`src/hdl/pac_pkg.sv`:
```
// Constants, register map and carrier types of the prescaled 16-bit counter
// What this block does
// [RULE1] Counter input is divided by one, two, four or eight before counting.
// [RULE2] Prescale-select field in the control register picks the division ratio.
// [RULE3] The prescale counter has no address; software cannot read or write it.
// [RULE4] A write to either count byte clears the prescale counter.
// [RULE5] Bypass bit set: external clock skips resync stage, counts asynchronously.
// [RULE6] Asynchronous external counting continues while the processor sleeps.
// [RULE7] Overflow during asynchronous sleep counting can raise a waking interrupt.
// [RULE8] Switching synchronous to asynchronous may lose one increment.
// [RULE9] Switching asynchronous to synchronous may add one increment.
// [RULE10] Reading either count byte always returns a settled, valid byte.
// [RULE11] Software reading two bytes must guard against overflow between reads.
// [RULE12] Software should stop the counter before writing new count values.
// [RULE13] A write colliding with an increment may leave an unpredictable pair.
// [RULE14] Wrap from all ones sets a sticky overflow flag until software clears.
`default_nettype none
package pac_pkg;

    // ************************************************************
    // Register map (byte addresses, one word each)
    // ************************************************************
    localparam logic [7:0] PAC_OFS_CTRL   = 8'h00;
    localparam logic [7:0] PAC_OFS_CNT_LO = 8'h04;
    localparam logic [7:0] PAC_OFS_CNT_HI = 8'h08;
    localparam logic [7:0] PAC_OFS_STAT   = 8'h0c;
    localparam logic [7:0] PAC_OFS_MASK   = 8'h10;

    // ************************************************************
    // Control field positions and reset values
    // ************************************************************
    localparam int         PAC_BIT_ON      = 0;
    localparam int         PAC_BIT_BYPASS  = 1;
    localparam int         PAC_BIT_EXTSEL  = 2;
    localparam int         PAC_PSC_LSB     = 4;
    localparam int         PAC_BIT_OVF     = 0;
    localparam logic [7:0] PAC_CTRL_RESET  = 8'h00;
    localparam logic [7:0] PAC_COUNT_RESET = 8'h00;
    localparam logic [0:0] PAC_FLAG_RESET  = 1'h0;
    localparam logic [0:0] PAC_MASK_RESET  = 1'h0;
    localparam logic [2:0] PAC_PSC_RESET   = 3'h0;

    // Prescale counter width serves ratios up to eight
    localparam int         PAC_PSC_W       = 3;

    typedef enum logic [1:0] {
        PAC_DIV1,
        PAC_DIV2,
        PAC_DIV4,
        PAC_DIV8
    } pac_div_type;

    typedef struct packed {
        pac_div_type prescaleSel;
        logic        extClkSel;
        logic        syncBypass;
        logic        on;
    } pac_ctrl_type;

    typedef struct packed {
        logic [7:0] countHigh;
        logic [7:0] countLow;
    } pac_count_type;

    typedef enum logic [2:0] {
        PAC_REG_CTRL,
        PAC_REG_CNT_LO,
        PAC_REG_CNT_HI,
        PAC_REG_STAT,
        PAC_REG_MASK,
        PAC_REG_NONE
    } pac_sel_type;

endpackage
`default_nettype wire

```
`src/hdl/pac_pin_sync.sv`:
```
// Two-stage synchroniser and rising-edge finder for the external count pin
`timescale 1ns/100ps
`default_nettype none
module pac_pin_sync
    import pac_pkg::*;
(
    input  wire logic clk,
    input  wire logic arst_n,
    input  wire logic clkEn,
    input  wire logic pinIn,
    output logic      riseFast,
    output logic      riseSlow
);

    logic stage1_reg, stage1_next;
    logic stage2_reg, stage2_next;
    logic stage3_reg, stage3_next;
    logic riseDly_reg, riseDly_next;

    always_comb begin
        stage1_next  = clkEn ? pinIn : stage1_reg;
        stage2_next  = clkEn ? stage1_reg : stage2_reg;
        stage3_next  = clkEn ? stage2_reg : stage3_reg;
        riseDly_next = clkEn ? (stage2_reg & ~stage3_reg) : riseDly_reg;
    end

    always_ff @(posedge clk or negedge arst_n) begin
        if (!arst_n) begin
            stage1_reg  <= 1'b0;
            stage2_reg  <= 1'b0;
            stage3_reg  <= 1'b0;
            riseDly_reg <= 1'b0;
        end else begin
            stage1_reg  <= stage1_next;
            stage2_reg  <= stage2_next;
            stage3_reg  <= stage3_next;
            riseDly_reg <= riseDly_next;
        end
    end

    // Direct edge for bypass mode, one extra resync stage otherwise
    assign riseFast = stage2_reg & ~stage3_reg; // RULE5
    assign riseSlow = riseDly_reg;

endmodule
`default_nettype wire

```
`src/hdl/pac_prescaler.sv`:
```
// Prescale counter dividing count ticks by one, two, four or eight
`timescale 1ns/100ps
`default_nettype none
module pac_prescaler
    import pac_pkg::*;
(
    input  wire logic        clk,
    input  wire logic        arst_n,
    input  wire logic        clkEn,
    input  wire logic        tickIn,
    input  wire logic        clear,
    input  wire pac_div_type divSel,
    output logic             tickOut
);

    logic [PAC_PSC_W-1:0] psc_reg, psc_next;
    logic [PAC_PSC_W-1:0] divMask;

    always_comb begin
        case (divSel) // RULE2
            PAC_DIV1: divMask = 3'h0;
            PAC_DIV2: divMask = 3'h1;
            PAC_DIV4: divMask = 3'h3;
            default:  divMask = 3'h7;
        endcase
        tickOut  = tickIn & ((psc_reg & divMask) == divMask); // RULE1
        psc_next = psc_reg;
        if (clkEn) begin
            if (clear) begin
                psc_next = PAC_PSC_RESET; // RULE4
            end else if (tickIn) begin
                psc_next = psc_reg + 3'h1;
            end
        end
    end

    // No bus path reaches this count
    always_ff @(posedge clk or negedge arst_n) begin // RULE3
        if (!arst_n) begin
            psc_reg <= PAC_PSC_RESET;
        end else begin
            psc_reg <= psc_next;
        end
    end

endmodule
`default_nettype wire

```
`src/hdl/pac_counter16.sv`:
```
// Prescaled 16-bit counter with Wishbone register slave and overflow interrupt
//
// The placing of the registers and register access over Wishbone were chosen for this implementation.
`timescale 1ns/100ps
`default_nettype none
module pac_counter16
    import pac_pkg::*;
#(
    parameter int ADDR_W = 8
)
(
    input  wire logic              clk,
    input  wire logic              arst_n,
    input  wire logic              clkEn,
    input  wire logic              wb_cyc_i,
    input  wire logic              wb_stb_i,
    input  wire logic              wb_we_i,
    input  wire logic [ADDR_W-1:0] wb_adr_i,
    input  wire logic [3:0]        wb_sel_i,
    input  wire logic [31:0]       wb_dat_i,
    output logic      [31:0]       wb_dat_o,
    output logic                   wb_ack_o,
    input  wire logic              extCountClk,
    input  wire logic              sleepMode,
    output logic                   irq
);

    // ************************************************************
    // Elaboration checks
    // ************************************************************
    if (ADDR_W < 5 || ADDR_W > 8) begin : g_bad_addr
        $error("ADDR_W must lie between 5 and 8");
    end
    // Prescale constants are written for three bits
    if (PAC_PSC_W != 3) begin : g_bad_psc
        $error("PAC_PSC_W must be three for ratios up to eight");
    end
    // Control fields must stay inside the one written byte lane
    if (PAC_PSC_LSB + 2 > 8 || PAC_BIT_EXTSEL > 7) begin : g_bad_ctrl
        $error("Control fields do not fit the low byte");
    end
    // Reset image is cut to the control struct width
    if ($bits(pac_ctrl_type) > $bits(PAC_CTRL_RESET)) begin : g_bad_rst
        $error("Control struct wider than its reset value");
    end
    // Highest register offset must be reachable
    if (int'(PAC_OFS_MASK) >= (1 << ADDR_W)) begin : g_bad_map
        $error("ADDR_W too narrow for the register map");
    end

    // ************************************************************
    // Address decode
    // ************************************************************
    function automatic pac_sel_type decodeAddr(input logic [ADDR_W-1:0] adr);
        logic [7:0] ofs;
        ofs = 8'(adr);
        if (ofs == PAC_OFS_CTRL) begin
            decodeAddr = PAC_REG_CTRL;
        end else if (ofs == PAC_OFS_CNT_LO) begin
            decodeAddr = PAC_REG_CNT_LO;
        end else if (ofs == PAC_OFS_CNT_HI) begin
            decodeAddr = PAC_REG_CNT_HI;
        end else if (ofs == PAC_OFS_STAT) begin
            decodeAddr = PAC_REG_STAT;
        end else if (ofs == PAC_OFS_MASK) begin
            decodeAddr = PAC_REG_MASK;
        end else begin
            decodeAddr = PAC_REG_NONE;
        end
    endfunction

    // Lane-qualified strobe for one decoded register
    function automatic logic writeHits(
        input logic        lane,
        input pac_sel_type sel,
        input pac_sel_type want
    );
        writeHits = lane && (sel == want);
    endfunction

    // ************************************************************
    // Declarations
    // ************************************************************
    pac_ctrl_type  ctrl_reg,  ctrl_next;
    pac_count_type count_reg, count_next;
    logic          ovfFlag_reg, ovfFlag_next;
    logic          ovfMask_reg, ovfMask_next;
    logic          ack_reg,   ack_next;
    logic [31:0]   rdData_reg, rdData_next;
    logic          irq_reg,   irq_next;

    logic          extRiseFast;
    logic          extRiseSlow;
    logic          rawTick;
    logic          pscTick;
    logic          busReq;
    logic          busWrite;
    logic          laneWrite;
    logic          countWrite;
    logic          wrapEvent;
    pac_sel_type   regSel;
    logic [15:0]   countNow;
    logic [15:0]   countInc;
    logic          wrCtrl;
    logic          wrCntLo;
    logic          wrCntHi;
    logic          wrStat;
    logic          wrMask;

    // ************************************************************
    // External pin capture
    // ************************************************************
    pac_pin_sync u_pin_sync (
        .clk      (clk),
        .arst_n   (arst_n),
        .clkEn    (clkEn),
        .pinIn    (extCountClk),
        .riseFast (extRiseFast),
        .riseSlow (extRiseSlow)
    );

    // ************************************************************
    // Count tick selection
    // ************************************************************
    // Internal clock and synchronous mode stop in sleep, like the
    // core phase clocks they follow; only bypass with the pin runs on.
    always_comb begin
        rawTick = 1'b0;
        if (ctrl_reg.on) begin
            if (ctrl_reg.extClkSel) begin
                if (ctrl_reg.syncBypass) begin
                    // Edge taken one stage early: a mode change may drop
                    // or repeat the edge already in the resync stage.
                    rawTick = extRiseFast; // RULE5 RULE6 RULE8 RULE9
                end else begin
                    rawTick = extRiseSlow & ~sleepMode;
                end
            end else begin
                rawTick = ~sleepMode;
            end
        end
    end

    pac_prescaler u_prescaler (
        .clk     (clk),
        .arst_n  (arst_n),
        .clkEn   (clkEn),
        .tickIn  (rawTick),
        .clear   (countWrite),
        .divSel  (ctrl_reg.prescaleSel),
        .tickOut (pscTick)
    );

    // ************************************************************
    // Bus decode
    // ************************************************************
    // Write lands on the edge where ack is already high, i.e. the edge
    // at which the master samples it.
    assign busReq     = wb_cyc_i & wb_stb_i;
    assign busWrite   = busReq & wb_we_i & ack_reg;
    assign laneWrite  = busWrite & wb_sel_i[0];
    assign regSel     = decodeAddr(wb_adr_i);
    assign countWrite = wrCntLo | wrCntHi;
    assign countNow   = {count_reg.countHigh, count_reg.countLow};
    assign countInc   = countNow + 16'h0001;
    assign wrapEvent  = pscTick & (countNow == 16'hffff);

    // ************************************************************
    // Write strobes
    // ************************************************************
    // Decoded once so every register sees the same landing edge
    assign wrCtrl     = writeHits(laneWrite, regSel, PAC_REG_CTRL);
    assign wrCntLo    = writeHits(laneWrite, regSel, PAC_REG_CNT_LO);
    assign wrCntHi    = writeHits(laneWrite, regSel, PAC_REG_CNT_HI);
    assign wrStat     = writeHits(laneWrite, regSel, PAC_REG_STAT);
    assign wrMask     = writeHits(laneWrite, regSel, PAC_REG_MASK);

    // ************************************************************
    // Counter and control registers
    // ************************************************************
    always_comb begin
        ctrl_next  = ctrl_reg;
        count_next = count_reg;
        if (clkEn) begin
            if (pscTick) begin
                count_next = pac_count_type'(countInc);
            end
            // Byte written by software replaces its half; the other half may
            // still take the increment in the same cycle, hence an odd pair.
            if (wrCntLo) begin
                count_next.countLow = wb_dat_i[7:0]; // RULE13 RULE12
            end
            if (wrCntHi) begin
                count_next.countHigh = wb_dat_i[7:0]; // RULE13
            end
            if (wrCtrl) begin
                ctrl_next.on          = wb_dat_i[PAC_BIT_ON];
                ctrl_next.syncBypass  = wb_dat_i[PAC_BIT_BYPASS];
                ctrl_next.extClkSel   = wb_dat_i[PAC_BIT_EXTSEL];
                ctrl_next.prescaleSel = pac_div_type'(wb_dat_i[PAC_PSC_LSB +: 2]);
            end
        end
    end

    always_ff @(posedge clk or negedge arst_n) begin
        if (!arst_n) begin
            ctrl_reg  <= pac_ctrl_type'(PAC_CTRL_RESET[4:0]);
            count_reg <= '{countHigh: PAC_COUNT_RESET, countLow: PAC_COUNT_RESET};
        end else begin
            ctrl_reg  <= ctrl_next;
            count_reg <= count_next;
        end
    end

    // ************************************************************
    // Overflow flag, mask and interrupt
    // ************************************************************
    always_comb begin
        ovfFlag_next = ovfFlag_reg;
        ovfMask_next = ovfMask_reg;
        irq_next     = irq_reg;
        if (clkEn) begin
            if (wrMask) begin
                ovfMask_next = wb_dat_i[PAC_BIT_OVF];
            end
            if (wrStat && wb_dat_i[PAC_BIT_OVF]) begin
                ovfFlag_next = 1'b0;
            end
            // Set after clear so a wrap in the clearing cycle survives
            if (wrapEvent) begin
                ovfFlag_next = 1'b1; // RULE14
            end
            // Level stays usable as a wake request while asleep
            irq_next = ovfFlag_next & ovfMask_next; // RULE7
        end
    end

    always_ff @(posedge clk or negedge arst_n) begin
        if (!arst_n) begin
            ovfFlag_reg <= PAC_FLAG_RESET;
            ovfMask_reg <= PAC_MASK_RESET;
            irq_reg     <= 1'b0;
        end else begin
            ovfFlag_reg <= ovfFlag_next;
            ovfMask_reg <= ovfMask_next;
            irq_reg     <= irq_next;
        end
    end

    // ************************************************************
    // Wishbone answer
    // ************************************************************
    // Read word for a decoded register; unmapped reads return zero
    function automatic logic [31:0] readWord(
        input pac_sel_type   sel,
        input pac_ctrl_type  ctrl,
        input pac_count_type count,
        input logic          flag,
        input logic          mask
    );
        logic [31:0] word;
        word = 32'h0000_0000;
        if (sel == PAC_REG_CTRL) begin
            word[PAC_BIT_ON]       = ctrl.on;
            word[PAC_BIT_BYPASS]   = ctrl.syncBypass;
            word[PAC_BIT_EXTSEL]   = ctrl.extClkSel;
            word[PAC_PSC_LSB +: 2] = ctrl.prescaleSel;
        end else if (sel == PAC_REG_CNT_LO) begin
            word[7:0] = count.countLow; // RULE10 RULE11
        end else if (sel == PAC_REG_CNT_HI) begin
            word[7:0] = count.countHigh; // RULE10
        end else if (sel == PAC_REG_STAT) begin
            word[PAC_BIT_OVF] = flag;
        end else if (sel == PAC_REG_MASK) begin
            word[PAC_BIT_OVF] = mask;
        end
        readWord = word;
    endfunction

    // Read data is registered from the settled count, so a byte never
    // mixes with a pin edge in flight. Two-byte reads are not coherent.
    always_comb begin
        ack_next    = ack_reg;
        rdData_next = rdData_reg;
        if (clkEn) begin
            ack_next    = busReq & ~ack_reg;
            rdData_next = 32'h0000_0000;
            if (busReq && !ack_reg && !wb_we_i) begin
                rdData_next = readWord(regSel, ctrl_reg, count_reg, ovfFlag_reg, ovfMask_reg);
            end
        end
    end

    always_ff @(posedge clk or negedge arst_n) begin
        if (!arst_n) begin
            ack_reg    <= 1'b0;
            rdData_reg <= 32'h0000_0000;
        end else begin
            ack_reg    <= ack_next;
            rdData_reg <= rdData_next;
        end
    end

    assign wb_ack_o = ack_reg;
    assign wb_dat_o = rdData_reg;
    assign irq      = irq_reg;

endmodule
`default_nettype wire

```
`config.mk`:
```
export PLATFORM = sky130hd
export DESIGN_NAME = pac_counter16
export DESIGN_NICKNAME = d
export VERILOG_FILES = /design/src/hdl/pac_pkg.sv /design/src/hdl/pac_pin_sync.sv /design/src/hdl/pac_prescaler.sv /design/src/hdl/pac_counter16.sv
export SDC_FILE = /design/constraint.sdc
export NUM_CORES = 1
export LEC_CHECK = 0
export BUFFER_PORTS_ARGS = -buffer_cell sky130_fd_sc_hd__buf_2
export CAP_MARGIN = 25
export CORE_ASPECT_RATIO = 0.7
export CORE_MARGIN = 4
export CORE_UTILIZATION = 35
export CTS_CLUSTER_SIZE = 20
export DETAILED_ROUTE_END_ITERATION = 12
export PLACE_DENSITY = 0.71
export SYNTH_ARGS = -nofsm -noshare
export SYNTH_HDL_FRONTEND = slang
export SYNTH_SLANG_ARGS = --single-unit
```
`constraint.sdc`:
```
create_clock -name clk -period 3.2 [get_ports clk]
set_input_delay 0.32 -clock clk [delete_from_list [all_inputs] [get_ports clk]]
set_output_delay 0.32 -clock clk [all_outputs]
set_load 0.01 [all_outputs]
```
# Word-level counts from Yosys, hierarchy flattened
# Cells that the tools add are included.
# op_classes
n_addsub	2
n_mul	0
div_mod_pow	0
n_lt_le_gt_ge	0
eq_ne	12
shifts	0
n_mux	29
bitwise	15
reduce_logical	20
# op_table
cell	n
$mux W8	4
$mux W3	7
$add A16 B1 Y16 const B	1
$eq A16 B16 Y1 const B	1
$eq A8 B4 Y1 const B	2
$mux W16	1
$mux W1	13
$and A1 B1 Y1	10
$pmux W3 S3	1
$eq A8 B3 Y1 const B	1
$eq A8 B5 Y1 const B	1
$logic_and A1 B1 Y1	8
$logic_not A8 Y1	1
$reduce_and A2 Y1	4
$mux W7	1
$eq A3 B2 Y1 const B	2
$reduce_bool A2 Y1	3
$mux W2	2
$add A3 B1 Y3 const B	1
$and A3 B3 Y3	1
$eq A3 B1 Y1 const B	1
$eq A3 B3 Y1	1
$eq A3 B3 Y1 const B	1
$logic_not A3 Y1	1
6 further kinds	9
# totals
register_bits	64
latch_bits	0
ramBits	0
mem_bits_ro	0
out_inout_bits	34
elab_cells	94
n_memories	0

# Longest topological paths before layout
# Gate-level depths: netlist of run 1.
# depth
depth_word	13
mapped_depth	9
mapped_depth_nobuf	7

# By module
# From an unflattened synthesis of run 1, not the netlist that was laid out.
# unflattened
cells_unflattened	282
hier_area_um2	2557.5
# modules_own_cells
mod	n_inst	cells_per_inst	area_per_inst_um2
pac_counter16	1	251	2209.6
pac_prescaler	1	22	185.2
pac_pin_sync	1	9	162.7

# Least setup slack after synthesis of run 1
# Ideal clock, no wire load.
# synth_path
path_kind	input to register
start	input port wb_adr_i[7]
end	register count_reg (netlist bit countNow[13])
arrival_ns	2.093
required_ns	3.072
setup_slack_ns	0.978
path_stages	6
path_buffers	0
cell_sequence	or4_4 > or2_4 > or4b_4 > or3_1 > o21ai_1 > nor3_1
# synth_via
elab_chain_len	10
word_cells_on_any_way	15
# synth_lines
item	line	rtl
from (decl)	pac_counter16.sv:18	input wire logic [ADDR_W-1:0] wb_adr_i,
$eq A8 B5 Y1	pac_counter16.sv:65	end else if (ofs == PAC_OFS_MASK) begin
$mux W1	pac_counter16.sv:65	
$mux W3	pac_counter16.sv:63	end else if (ofs == PAC_OFS_STAT) begin
$mux W3	pac_counter16.sv:61	end else if (ofs == PAC_OFS_CNT_HI) begin
$mux W3	pac_counter16.sv:59	end else if (ofs == PAC_OFS_CNT_LO) begin
$mux W3 *	pac_counter16.sv:57	if (ofs == PAC_OFS_CTRL) begin
$eq A3 B2 Y1 *	pac_counter16.sv:78	writeHits = lane && (sel == want);
$logic_and A1 B1 Y1 *	pac_counter16.sv:78	
$reduce_bool A2 Y1 (no line)	-	
$reduce_and A2 Y1 (no line)	-	
to (signal assigned)	pac_counter16.sv:208	count_reg <= '{countHigh: PAC_COUNT_RESET, countLow: PAC_COUNT_RESET};
to (signal assigned)	pac_counter16.sv:211	count_reg <= count_next;
to (decl)	pac_counter16.sv:85	pac_count_type count_reg, count_next;
# Every way passes the cells marked *; elsewhere a longest branch is shown, timed or not.
# A chain may end at the register's enable or synchronous reset.

# Worst setup path in the final report of run 1
# layout_path
start	register ctrl_reg[1] in the netlist's numbering
end	register count_reg (netlist bit countNow[7])
# layout_via
elab_chain_len	6
# layout_lines
item	line	rtl
from (decl)	pac_counter16.sv:84	pac_ctrl_type ctrl_reg, ctrl_next;
from (signal assigned)	pac_counter16.sv:207	ctrl_reg <= pac_ctrl_type'(PAC_CTRL_RESET[4:0]);
from (signal assigned)	pac_counter16.sv:210	ctrl_reg <= ctrl_next;
$mux W1	pac_counter16.sv:131	if (ctrl_reg.syncBypass) begin
$mux W1	pac_counter16.sv:130	if (ctrl_reg.extClkSel) begin
$mux W1	pac_counter16.sv:129	if (ctrl_reg.on) begin
$and A1 B1 Y1	pac_prescaler.sv:26	tickOut = tickIn & ((psc_reg & divMask) == divMask);
$reduce_bool A2 Y1 (no line)	-	
$reduce_and A2 Y1 (no line)	-	
# Every way passes these cells.

==> metrics.md, run 1 <==
| Metric | Value |
|---|---|
| I/O Pins | 86 |
| Worst Hold Class | in2reg |
| Routed WL | 6746 um |
| Vias | 2287 |
| # rows | 25 |
| # setup viols final | 0 |
| DRC viols | 0 |
| Inserted Diodes | 0 |
| H-tree Lvls | 2 |
| Max Transition Viols Final | 0 |
| Post-layout instance area | 2826 um^2 |
| Reg area | 1001 um^2 |
| Worst Path Arrival | 2510 ps |
| Initial antenna violation count | 0 |
| Placed cell areas | 2715 um^2 |
| Crit share post-route | 0.7322 |
| Fraction of registers with async set/reset | 1.000 |
| Critical Path RT | 3370 ps |
| Power Density | 346.2 nW/um^2 |
| Vias in the first global route | 2057 |
| First-pass GRT wire length | 10740 um |
| Filler cells | 734 |
| Clk buf depth | 2 |
| Die ar. | 8686 um^2 |
| Number of flops mapped to enable cells by yosys | 0 |
| Status | complete, no violations |
| Fin nets | 378 |
| Total grt overflow | 0 |
| Main synth FF type | dfrtp_1 |
| Register area share after synthesis | 0.3951 |
| Vias/cell | 5.471 |
| Total track usage | 0.1574 |
| First DRT Iteration DRCs | 231 |
| Slew headroom | 0.6259 |
| I/O Buffers | 34 |
| Fraction of layout cells with a size suffix above 1 | 0.2037 |
| Unrepaired setup endpoints after global routing | no |
| Post-DP HPWL | 4978 um |
| R2R Setup Slk | 860 ps |
| Number of clock sinks | 40 |
| Starting density of the core | 0.3682 |
| Mapped Area | 2534 um^2 |
| Root Driver | clkbuf_8 |
| YS warnings | 0 |
| Final min period | 2343 ps |
| CP Capture Type | flop |
| Multi-input logic area | 1348 um^2 |
| Setup TNS | 0 ps |
| TritonCTS Buffers | 5 |
| Static leakage | 0.001210 uW |
| Core Region | 6882 um^2 |
| Synth Area per Inst | 8.767 um^2 |
| Post-Syn Instances | 289 |
| PnR worst setup slack | 857.1 ps |
| RD Place Congestion | 0.8803 |
| Peak Freq | 426.8 MHz |
| Tightest Pin Transition | 561.1 ps |
| DR pass1 iterations | 5 |
| Max-Cap Viols | 0 |
| Largest net degree at the start of global routing | 44 |
| Flops & latches, synth | 40 |
| Most common cell after layout, fill and taps aside | dfrtp_1 |
| Most frequent cells in the layout | 40 x dfrtp_1, 34 x buf_2, 32 x a21oi_1, 29 x nand2_1, 24 x conb_1 |
| Die width | 109.7 um |
| Worst Clk Skew | 7.652 ps |
| Clock transition at path regs | 80 ps |
| Post-synth cell types | 53 |
| Clk_lat worst skew | 290 ps |
| CTS tree | yes |
| Layout Area Growth over Synthesis | 11.56% |
| DR WL/cell | 16.14 um |
| Die height | 79.19 um |
| CP Class | reg2reg |
| Final hold vios | 0 |
| Max Fanout on Critical Path | 15 |
| Largest register FFs | 16 |
| Worst Setup Start Kind | flop |
| Post-route ant nets | 0 |
| Worst vdd ir | 0.1840 mV |
| Place WS | 707.2 ps |
[critical path, stage by stage, from the launching register on]
cell and delay [ps]:
dfrtp_1 430, nand2b_1 160, a211o_1 330, a221o_1 530, o31ai_1 310, a21boi_0 100, or3_1 360
[path summary, 6_finish.rpt]
check,start,endpoint,depth (start not counted)
min,extCountClk,u_pin_sync.stage1_reg,2
max,ctrl_reg[1],countNow[7],6
max in group asynchronous,arst_n,countNow[13],3
min in group asynchronous,arst_n,wb_ack_o,2
max reg2reg,ctrl_reg[1],countNow[7],6
min reg2reg,wb_dat_o[7],wb_dat_o[7],1
[layer usage]
metal | vias to the layer above | part of all wire | global-route usage
met1 | 1106 | 0.49 | 0.2464
met4 | 0 | 0.0031 | 0.02864
met2 | 102 | 0.42 | 0.2180
li1 | 1077 | - | -
met3 | 2 | 0.087 | 0.03656
met5 | - | 0 | 0
[stage by stage]
step	hold WS, ps	std cells	power (uW)	util
floorplan	24.41	312	631.8	-
global placement	466.8	409	655.8	0.3945
detailed placement	474.3	409	657.5	0.3945
CTS	201.0	416	982.2	0.4064
global route	254.7	418	1028	0.4107
finish	264.4	418	978.4	0.4107
[timing repair]
item | CTS | global route
setup buffers | 0 | 0
resized for setup | 0 | 0
hold buffers | 0 | 1
setup endpoints to repair | 0 | 0
hold endpoints to repair | 0 | 2
[cells in the mapped netlist, types with 2 or more instances]
master,number,area (um^2)
o32ai_1,3,26.28
o21ai_1,2,10.01
clkbuf_1,10,37.54
o2bb2ai_1,5,43.79
o22a_1,2,17.52
mux2i_1,2,20.02
or3_1,5,31.28
ha_1,2,25.02
nor2b_1,2,12.51
a221o_1,2,20.02
o21ai_0,8,40.04
a311oi_1,2,17.52
nand4_1,6,37.54
o22ai_1,6,37.54
nor4_1,4,25.02
nand3_1,11,55.05
buf_4,24,180.2
a21oi_1,32,160.2
o31ai_1,5,37.54
and3_1,3,18.77
inv_1,12,45.04
nand2b_1,2,12.51
a22oi_1,3,22.52
or2_2,2,12.51
a21boi_0,2,15.01
xnor2_1,2,17.52
mux2_2,11,123.9
nor2_1,18,67.56
nand2_1,29,108.9
dfrtp_1,40,1001
nor3_1,10,50.05
[cell type report]
type / count / share of cell area
clock buffers: 5 / 0.02435
clock inverters: 2 / 0.004427
inverters: 13 / 0.01726
multi-input cells: 224 / 0.4768
flip-flops and latches: 40 / 0.3541
well taps: 94 / 0.04161
repair buffers: 40 / 0.08145
[where the power goes]
group          internal (uW)  switching, uW
sequential               523           16.7
combinational           40.6           73.7
clock                    148            177
total                    711            267
[cell families (layout without fill, tap and decap cells)]
kind of cell    count (synthesis)  in the layout  share of synthesized area
buf+inv                        48             60                     0.1072
simple gates                  101            101                     0.2099
mux                            13             13                    0.05679
compound gates                 81             81                     0.2094
other cells                     1             24                   0.001480
xor+xnor                        3              3                    0.01037
flops                          40             40                     0.3951
fa+ha+maj                       2              2                   0.009875
Power figures use the tool's default switching activity.
==> run 2: changes to the inputs <==
==> constraint.sdc (replaced) <==
create_clock -name clk -period 2.3 [get_ports clk]
set_input_delay 0.23 -clock clk [delete_from_list [all_inputs] [get_ports clk]]
set_output_delay 0.23 -clock clk [all_outputs]
set_load 0.01 [all_outputs]
==> metrics.md, run 2 (synthesis gave the netlist of run 1 again) <==
| Metric | Value |
|---|---|
| Reg2reg end | countNow[7] |
| Start point of the worst hold path | extCountClk |
| Met3 wire length | 657 um |
| Critical Path RT | 2490 ps |
| DRC viols | 0 |
| Status | complete, no violations |
| Clk buf depth | 2 |
| Worst Setup Start Kind | flop |
| R2R Setup Slk | 110 ps |
| CP Capture Type | flop |
| Die height | 79.19 um |
| Largest net degree at the start of global routing | 41 |
| # setup viols final | 0 |
| Most common cell after layout, fill and taps aside | dfrtp_1 |
| Filler cells | 676 |
| I/O Buffers | 34 |
| DR WL/cell | 16.58 um |
| DR pass1 iterations | 5 |
| RD Place Congestion | 0.8800 |
| Power Density | 486.4 nW/um^2 |
| Final hold vios | 0 |
| Die width | 109.7 um |
| R2R Path Start | ctrl_reg[1] |
| Worst Hold Class | in2reg |
| Vias in the first global route | 2250 |
| Fin nets | 390 |
| Largest register FFs | 16 |
| H-tree Lvls | 2 |
| Max Transition Viols Final | 0 |
| Starting density of the core | 0.3682 |
| Clk_lat worst skew | 300 ps |
| Max-Cap Viols | 0 |
| Reg area | 1001 um^2 |
| # rows | 25 |
| Worst vdd ir | 0.2216 mV |
| Static leakage | 0.001273 uW |
| Post-route ant nets | 0 |
| Final Util | 0.4284 |
| Post-DP HPWL | 5146 um |
| Routed WL | 7147 um |
| Worst Clk Skew | 9.272 ps |
| Number of clock sinks | 40 |
| Hold path depth | 2 |
| Total track usage | 0.1694 |
| Crit share post-route | 0.9537 |
| First-pass GRT wire length | 11580 um |
| Fraction of layout cells with a size suffix above 1 | 0.2404 |
| Uppermost layer routed | met4 |
| Setup TNS | 0 ps |
| First DRT Iteration DRCs | 193 |
| Wire length on met2 | 2970 um |
| Most frequent cells in the layout | 40 x dfrtp_1, 34 x buf_2, 32 x a21oi_1, 29 x nand2_1, 24 x conb_1 |
| Post-Route M1 WL | 3442 um |
| R2R depth | 6 |
| Max Fanout on Critical Path | 7 |
| I/O Pins | 86 |
| Worst Path Arrival | 2380 ps |
| Layout Area Growth over Synthesis | 16.35% |
| Final min period | 2194 ps |
| CP Class | reg2reg |
| Peak Freq | 455.9 MHz |
| Vias/cell | 5.522 |
| Inserted Diodes | 0 |
| Clock transition at path regs | 90 ps |
| WHS Endpoint | u_pin_sync.stage1_reg |
| Multi-input logic area | 1363 um^2 |
| Root Driver | clkbuf_8 |
| Core Region | 6882 um^2 |
| TritonCTS Buffers | 5 |
| Die ar. | 8686 um^2 |
| Initial antenna violation count | 0 |
| Total grt overflow | 0 |
| Vias | 2380 |
| CTS tree | yes |
[run 2: cell types whose count changed in the layout (fill, tap and decap cells not counted), sizes merged]
cell      change
clkinv        -1
clkinvlp      +1
buf          +12
clkbuf        +1
[run 2: area by class of cell]
| class | instances | area share |
|---|---|---|
| flip-flops and latches | 40 | 0.3396 |
| clock buffers | 6 | 0.02801 |
| repair buffers | 52 | 0.1087 |
| well taps | 94 | 0.03990 |
| multi-input cells | 224 | 0.4622 |
| clock inverters | 2 | 0.005093 |
| inverters | 13 | 0.01655 |
[run 2: worst max-delay path by stage]
stage | start | end | slack [ps] | cells after the start
2_1_floorplan | wb_adr_i[7] | countNow[13] | 170 | 6
3_5_place_dp | wb_adr_i[7] | countNow[13] | -10 | 7
5_1_grt | ctrl_reg[1] | countNow[7] | -10 | 6
4_1_cts | ctrl_reg[1] | countNow[11] | 120 | 7
3_3_place_gp | wb_adr_i[7] | countNow[13] | 0.5 | 7
6_report | ctrl_reg[1] | countNow[7] | 110 | 6
[run 2: per-stage QoR]
stage	instances	setup WS (ps)	power (uW)	cell area, um^2	hold WS, ps
floorplan	312	168.2	879.0	2620	-65.59
detailed placement	420	-11.01	923.1	2798	429.2
CTS	428	115.4	1432	2895	111.4
global route	431	-14.29	1494	2948	162.8
finish	431	106.4	1434	2948	160.0
global placement	420	0.4872	917.6	2798	417.6
[run 2: critical path, stage by stage (launching register included)]
cell and delay, ps:
dfrtp_1 400, nand2b_1 140, a211o_1 340, a221o_2 480, o31ai_4 270, a21boi_0 100
or3_1 360
[run 2: power by group]
part / internal [uW] / switching, uW
clock: 243 / 273
combinational: 60.0 / 107
sequential: 727 / 23.0
[run 2: what timing repair did]
item / CTS / global route
hold endpoints to repair: 0 / 40
setup buffers: 0 / 1
endpoints found under the setup margin: 0 / 3
gates resized for setup: 0 / 3
hold buffers: 0 / 1
[run 2: per-layer routing]
metal  vias to the layer above  track usage
met5                         -            0
met4                         0      0.03487
met3                         8      0.04224
met2                       121       0.2387
met1                      1146       0.2587
li1                       1105            -
==> run 3: changes to the inputs <==
--- a/config.mk
+++ b/config.mk
@@ -9,10 +9,12 @@
 export CAP_MARGIN = 25
 export CORE_ASPECT_RATIO = 0.7
 export CORE_MARGIN = 4
-export CORE_UTILIZATION = 35
+export CORE_UTILIZATION = 41
 export CTS_CLUSTER_SIZE = 20
 export DETAILED_ROUTE_END_ITERATION = 12
-export PLACE_DENSITY = 0.71
+export PLACE_DENSITY = 0.79
 export SYNTH_ARGS = -nofsm -noshare
 export SYNTH_HDL_FRONTEND = slang
+export SYNTH_HIERARCHICAL = 1
 export SYNTH_SLANG_ARGS = --single-unit
+export TNS_END_PERCENT = 20
==> metrics.md, run 3 <==
| Metric | Value |
|---|---|
| Vias in the first global route | 2111 |
| R2R Setup Slk | 40 ps |
| Top cells by count, synth | 40 x dfrtp_1, 29 x a21oi_1, 25 x o21ai_0 |
| Synth area leader | dfrtp_1 |
| Final hold vios | 0 |
| Switching Power | 368.1 uW |
| Most frequent cells in the layout | 40 x dfrtp_1, 34 x buf_2, 24 x conb_1, 23 x a21oi_1, 20 x o21ai_0 |
| Post-route ant nets | 0 |
| Clk_lat worst skew | 290 ps |
| Worst vdd ir | 0.2872 mV |
| Slew headroom | 0.3899 |
| Most common cell after layout, fill and taps aside | dfrtp_1 |
| Clock transition at path regs | 80 ps |
| CP Class | reg2reg |
| Total grt overflow | 0 |
| Fraction of registers with async set/reset | 1.000 |
| Sw Ratio | 0.2725 |
| Die height | 74.08 um |
| Largest register FFs | 16 |
| Synth Area per Inst | 9.069 um^2 |
| Cells taking the most area after synthesis | dfrtp_1 39%, buf_4 7.0%, a21oi_1 5.7%, o21ai_0 4.9%, mux2_2 4.0% |
| Fraction of layout cells with a size suffix above 1 | 0.2945 |
| Number of flops mapped to enable cells by yosys | 0 |
| Final min period | 2264 ps |
| Crit share post-route | 0.9845 |
| Worst Path Arrival | 2480 ps |
| CTS tree | yes |
| Post-synth cell types | 56 |
| Static leakage | 0.001415 uW |
| Flops & latches, synth | 40 |
| Total track usage | 0.1852 |
| Post-cts hold buffer count | 0 |
| Max-Cap Viols | 0 |
| Vias | 2317 |
| Main synth FF type | dfrtp_1 |
| Fin nets | 380 |
| DRC viols | 0 |
| Placed cell count | 389 |
| I/O Pins | 86 |
| RD Place Congestion | 0.8522 |
| Core Region | 5871 um^2 |
| R2R depth | 12 |
| Cell with the most instances after synthesis | dfrtp_1 |
| Fin cells | 401 |
| Hold WS | 55.71 ps |
| Post-DP HPWL | 4983 um |
| Reg2reg end | irq |
| Largest net degree at the start of global routing | 42 |
| # rows | 23 |
| DR pass1 iterations | 4 |
| Unrepaired setup endpoints after global routing | yes |
| Die ar. | 7586 um^2 |
| Worst Setup Start Kind | flop |
| Number of clock sinks | 40 |
| DR WL/cell | 17.26 um |
| Clk buf depth | 2 |
| First DRT Iteration DRCs | 246 |
| Max Fanout on Critical Path | 4 |
| Layout Area Growth over Synthesis | 18.10% |
| TritonCTS Buffers | 5 |
| Worst Hold Class | in2async |
| Synth top area share | 0.3914 |
| Clock network power share | 0.336 |
| Starting density of the core | 0.4356 |
| Cell internal pwr | 982.8 uW |
| CP Capture Type | flop |
| Peak Freq | 441.6 MHz |
| Vias/cell | 5.778 |
| Post-Syn Instances | 282 |
| Critical Path Start | ctrl_reg[1] |
| Worst setup path endpoint | irq |
| Max Transition Viols Final | 0 |
| R2R Path Start | ctrl_reg[1] |
| Die width | 102.4 um |
| H-tree Lvls | 2 |
| I/O Buffers | 34 |
| Seq pwr share | 0.546 |
| YS warnings | 6 |
| Critical Path RT | 2510 ps |
| First-pass GRT wire length | 10960 um |
| Initial antenna violation count | 0 |
| Routed WL | 6921 um |
| Root Driver | clkbuf_8 |
| Status | complete, no violations |
| Register area share after synthesis | 0.3914 |
| Mapped Area | 2557 um^2 |
| Power Density | 447.3 nW/um^2 |
| Inserted Diodes | 0 |
| Worst Clk Skew | 6.114 ps |
| Tightest Pin Transition | 915.2 ps |
| # setup viols final | 0 |
| Gate power share | 0.118 |
[run 3: cell count changes after synthesis, sizes merged, moves of 4 or more]
cell / previous run / this run
or3: 5 / 1
nand2: 29 / 17
buf: 25 / 30
o22ai: 6 / 2
nand3: 11 / 18
o21ai: 10 / 25
nor3: 10 / 2
o221ai: 1 / 5
clkbuf: 10 / 6
[run 3: critical path, stage by stage, from the launching register on]
cell	delay, ps
dfrtp_1	400
nand2b_4	150
a21oi_2	120
a31oi_1	50
nor2b_2	130
o21ai_1	80
a21oi_2	150
buf_4	150
nand4_4	120
or2_4	310
nor4_4	280
a21oi_2	70
a211oi_2	170
[run 3: timing repair]
item,CTS,global route
buffers inserted,2,4
gates resized for setup,5,23
pin swaps,4,12
endpoints found under the setup margin,3,12
endpoints found under the hold margin,0,0
[run 3: worst min-delay path by stage]
| stage | startpoint | end | slack (ps) | depth (start not counted) |
|---|---|---|---|---|
| after floorplan | arst_n | countNow[0] | -70 | 0 |
| after global placement | arst_n | countNow[9] | 400 | 1 |
| after detailed placement | arst_n | countNow[9] | 410 | 1 |
| after CTS | arst_n | countNow[9] | 90 | 1 |
| after global routing | arst_n | countNow[10] | 120 | 1 |
| final | arst_n | countNow[9] | 60 | 1 |
[run 3: area by class of cell]
class	count	area, um^2
clock buffer	5	68.82
timing repair buffer	50	305.3
sequential	40	1001
multi-input combinational	215	1486
tap	75	93.84
fill	552	2850
inverter	14	52.55
clock inverter	2	12.51
[run 3: power groups by stage]
stage / sequential [uW] / clock [uW] / combinational, uW
final: 738 / 453 / 160
after global routing: 741 / 502 / 175
after CTS: 738 / 464 / 156
after detailed placement: 750 / 0 / 152
after global placement: 748 / 0 / 148
after floorplan: 748 / 0 / 116
[run 3: routing by layer]
metal | GRT usage | share of wire | up-vias
li1 | - | - | 1083
met1 | 0.2896 | 0.46 | 1121
met2 | 0.2693 | 0.46 | 107
met3 | 0.03468 | 0.076 | 6
met4 | 0.03057 | 0.0058 | 0
met5 | 0 | 0 | -
[run 3: stage by stage]
| stage | setup WS [ps] | cell area (um^2) | utilization | setup TNS [ps] | power, uW |
|---|---|---|---|---|---|
| floorplan | -120.6 | 2650 | - | -120.6 | 863.6 |
| finish | 35.56 | 3020 | 0.5145 | 0 | 1351 |
| global placement | 20.27 | 2765 | 0.4710 | 0 | 896.1 |
| CTS | 0.7820 | 2892 | 0.4925 | 0 | 1358 |
| global route | -55.42 | 3020 | 0.5145 | -284.2 | 1419 |
| detailed placement | 2.056 | 2765 | 0.4710 | 0 | 901.9 |
[run 3: logic make-up after synthesis]
family,share of synthesized area
buffers and inverters,0.1111
flip-flops,0.3914
AO/OA/AOI/OAI,0.2334
AND/OR/NAND/NOR,0.2035
other,0.001466
adder cells (fa/ha/maj),0.009783
multiplexers,0.04941
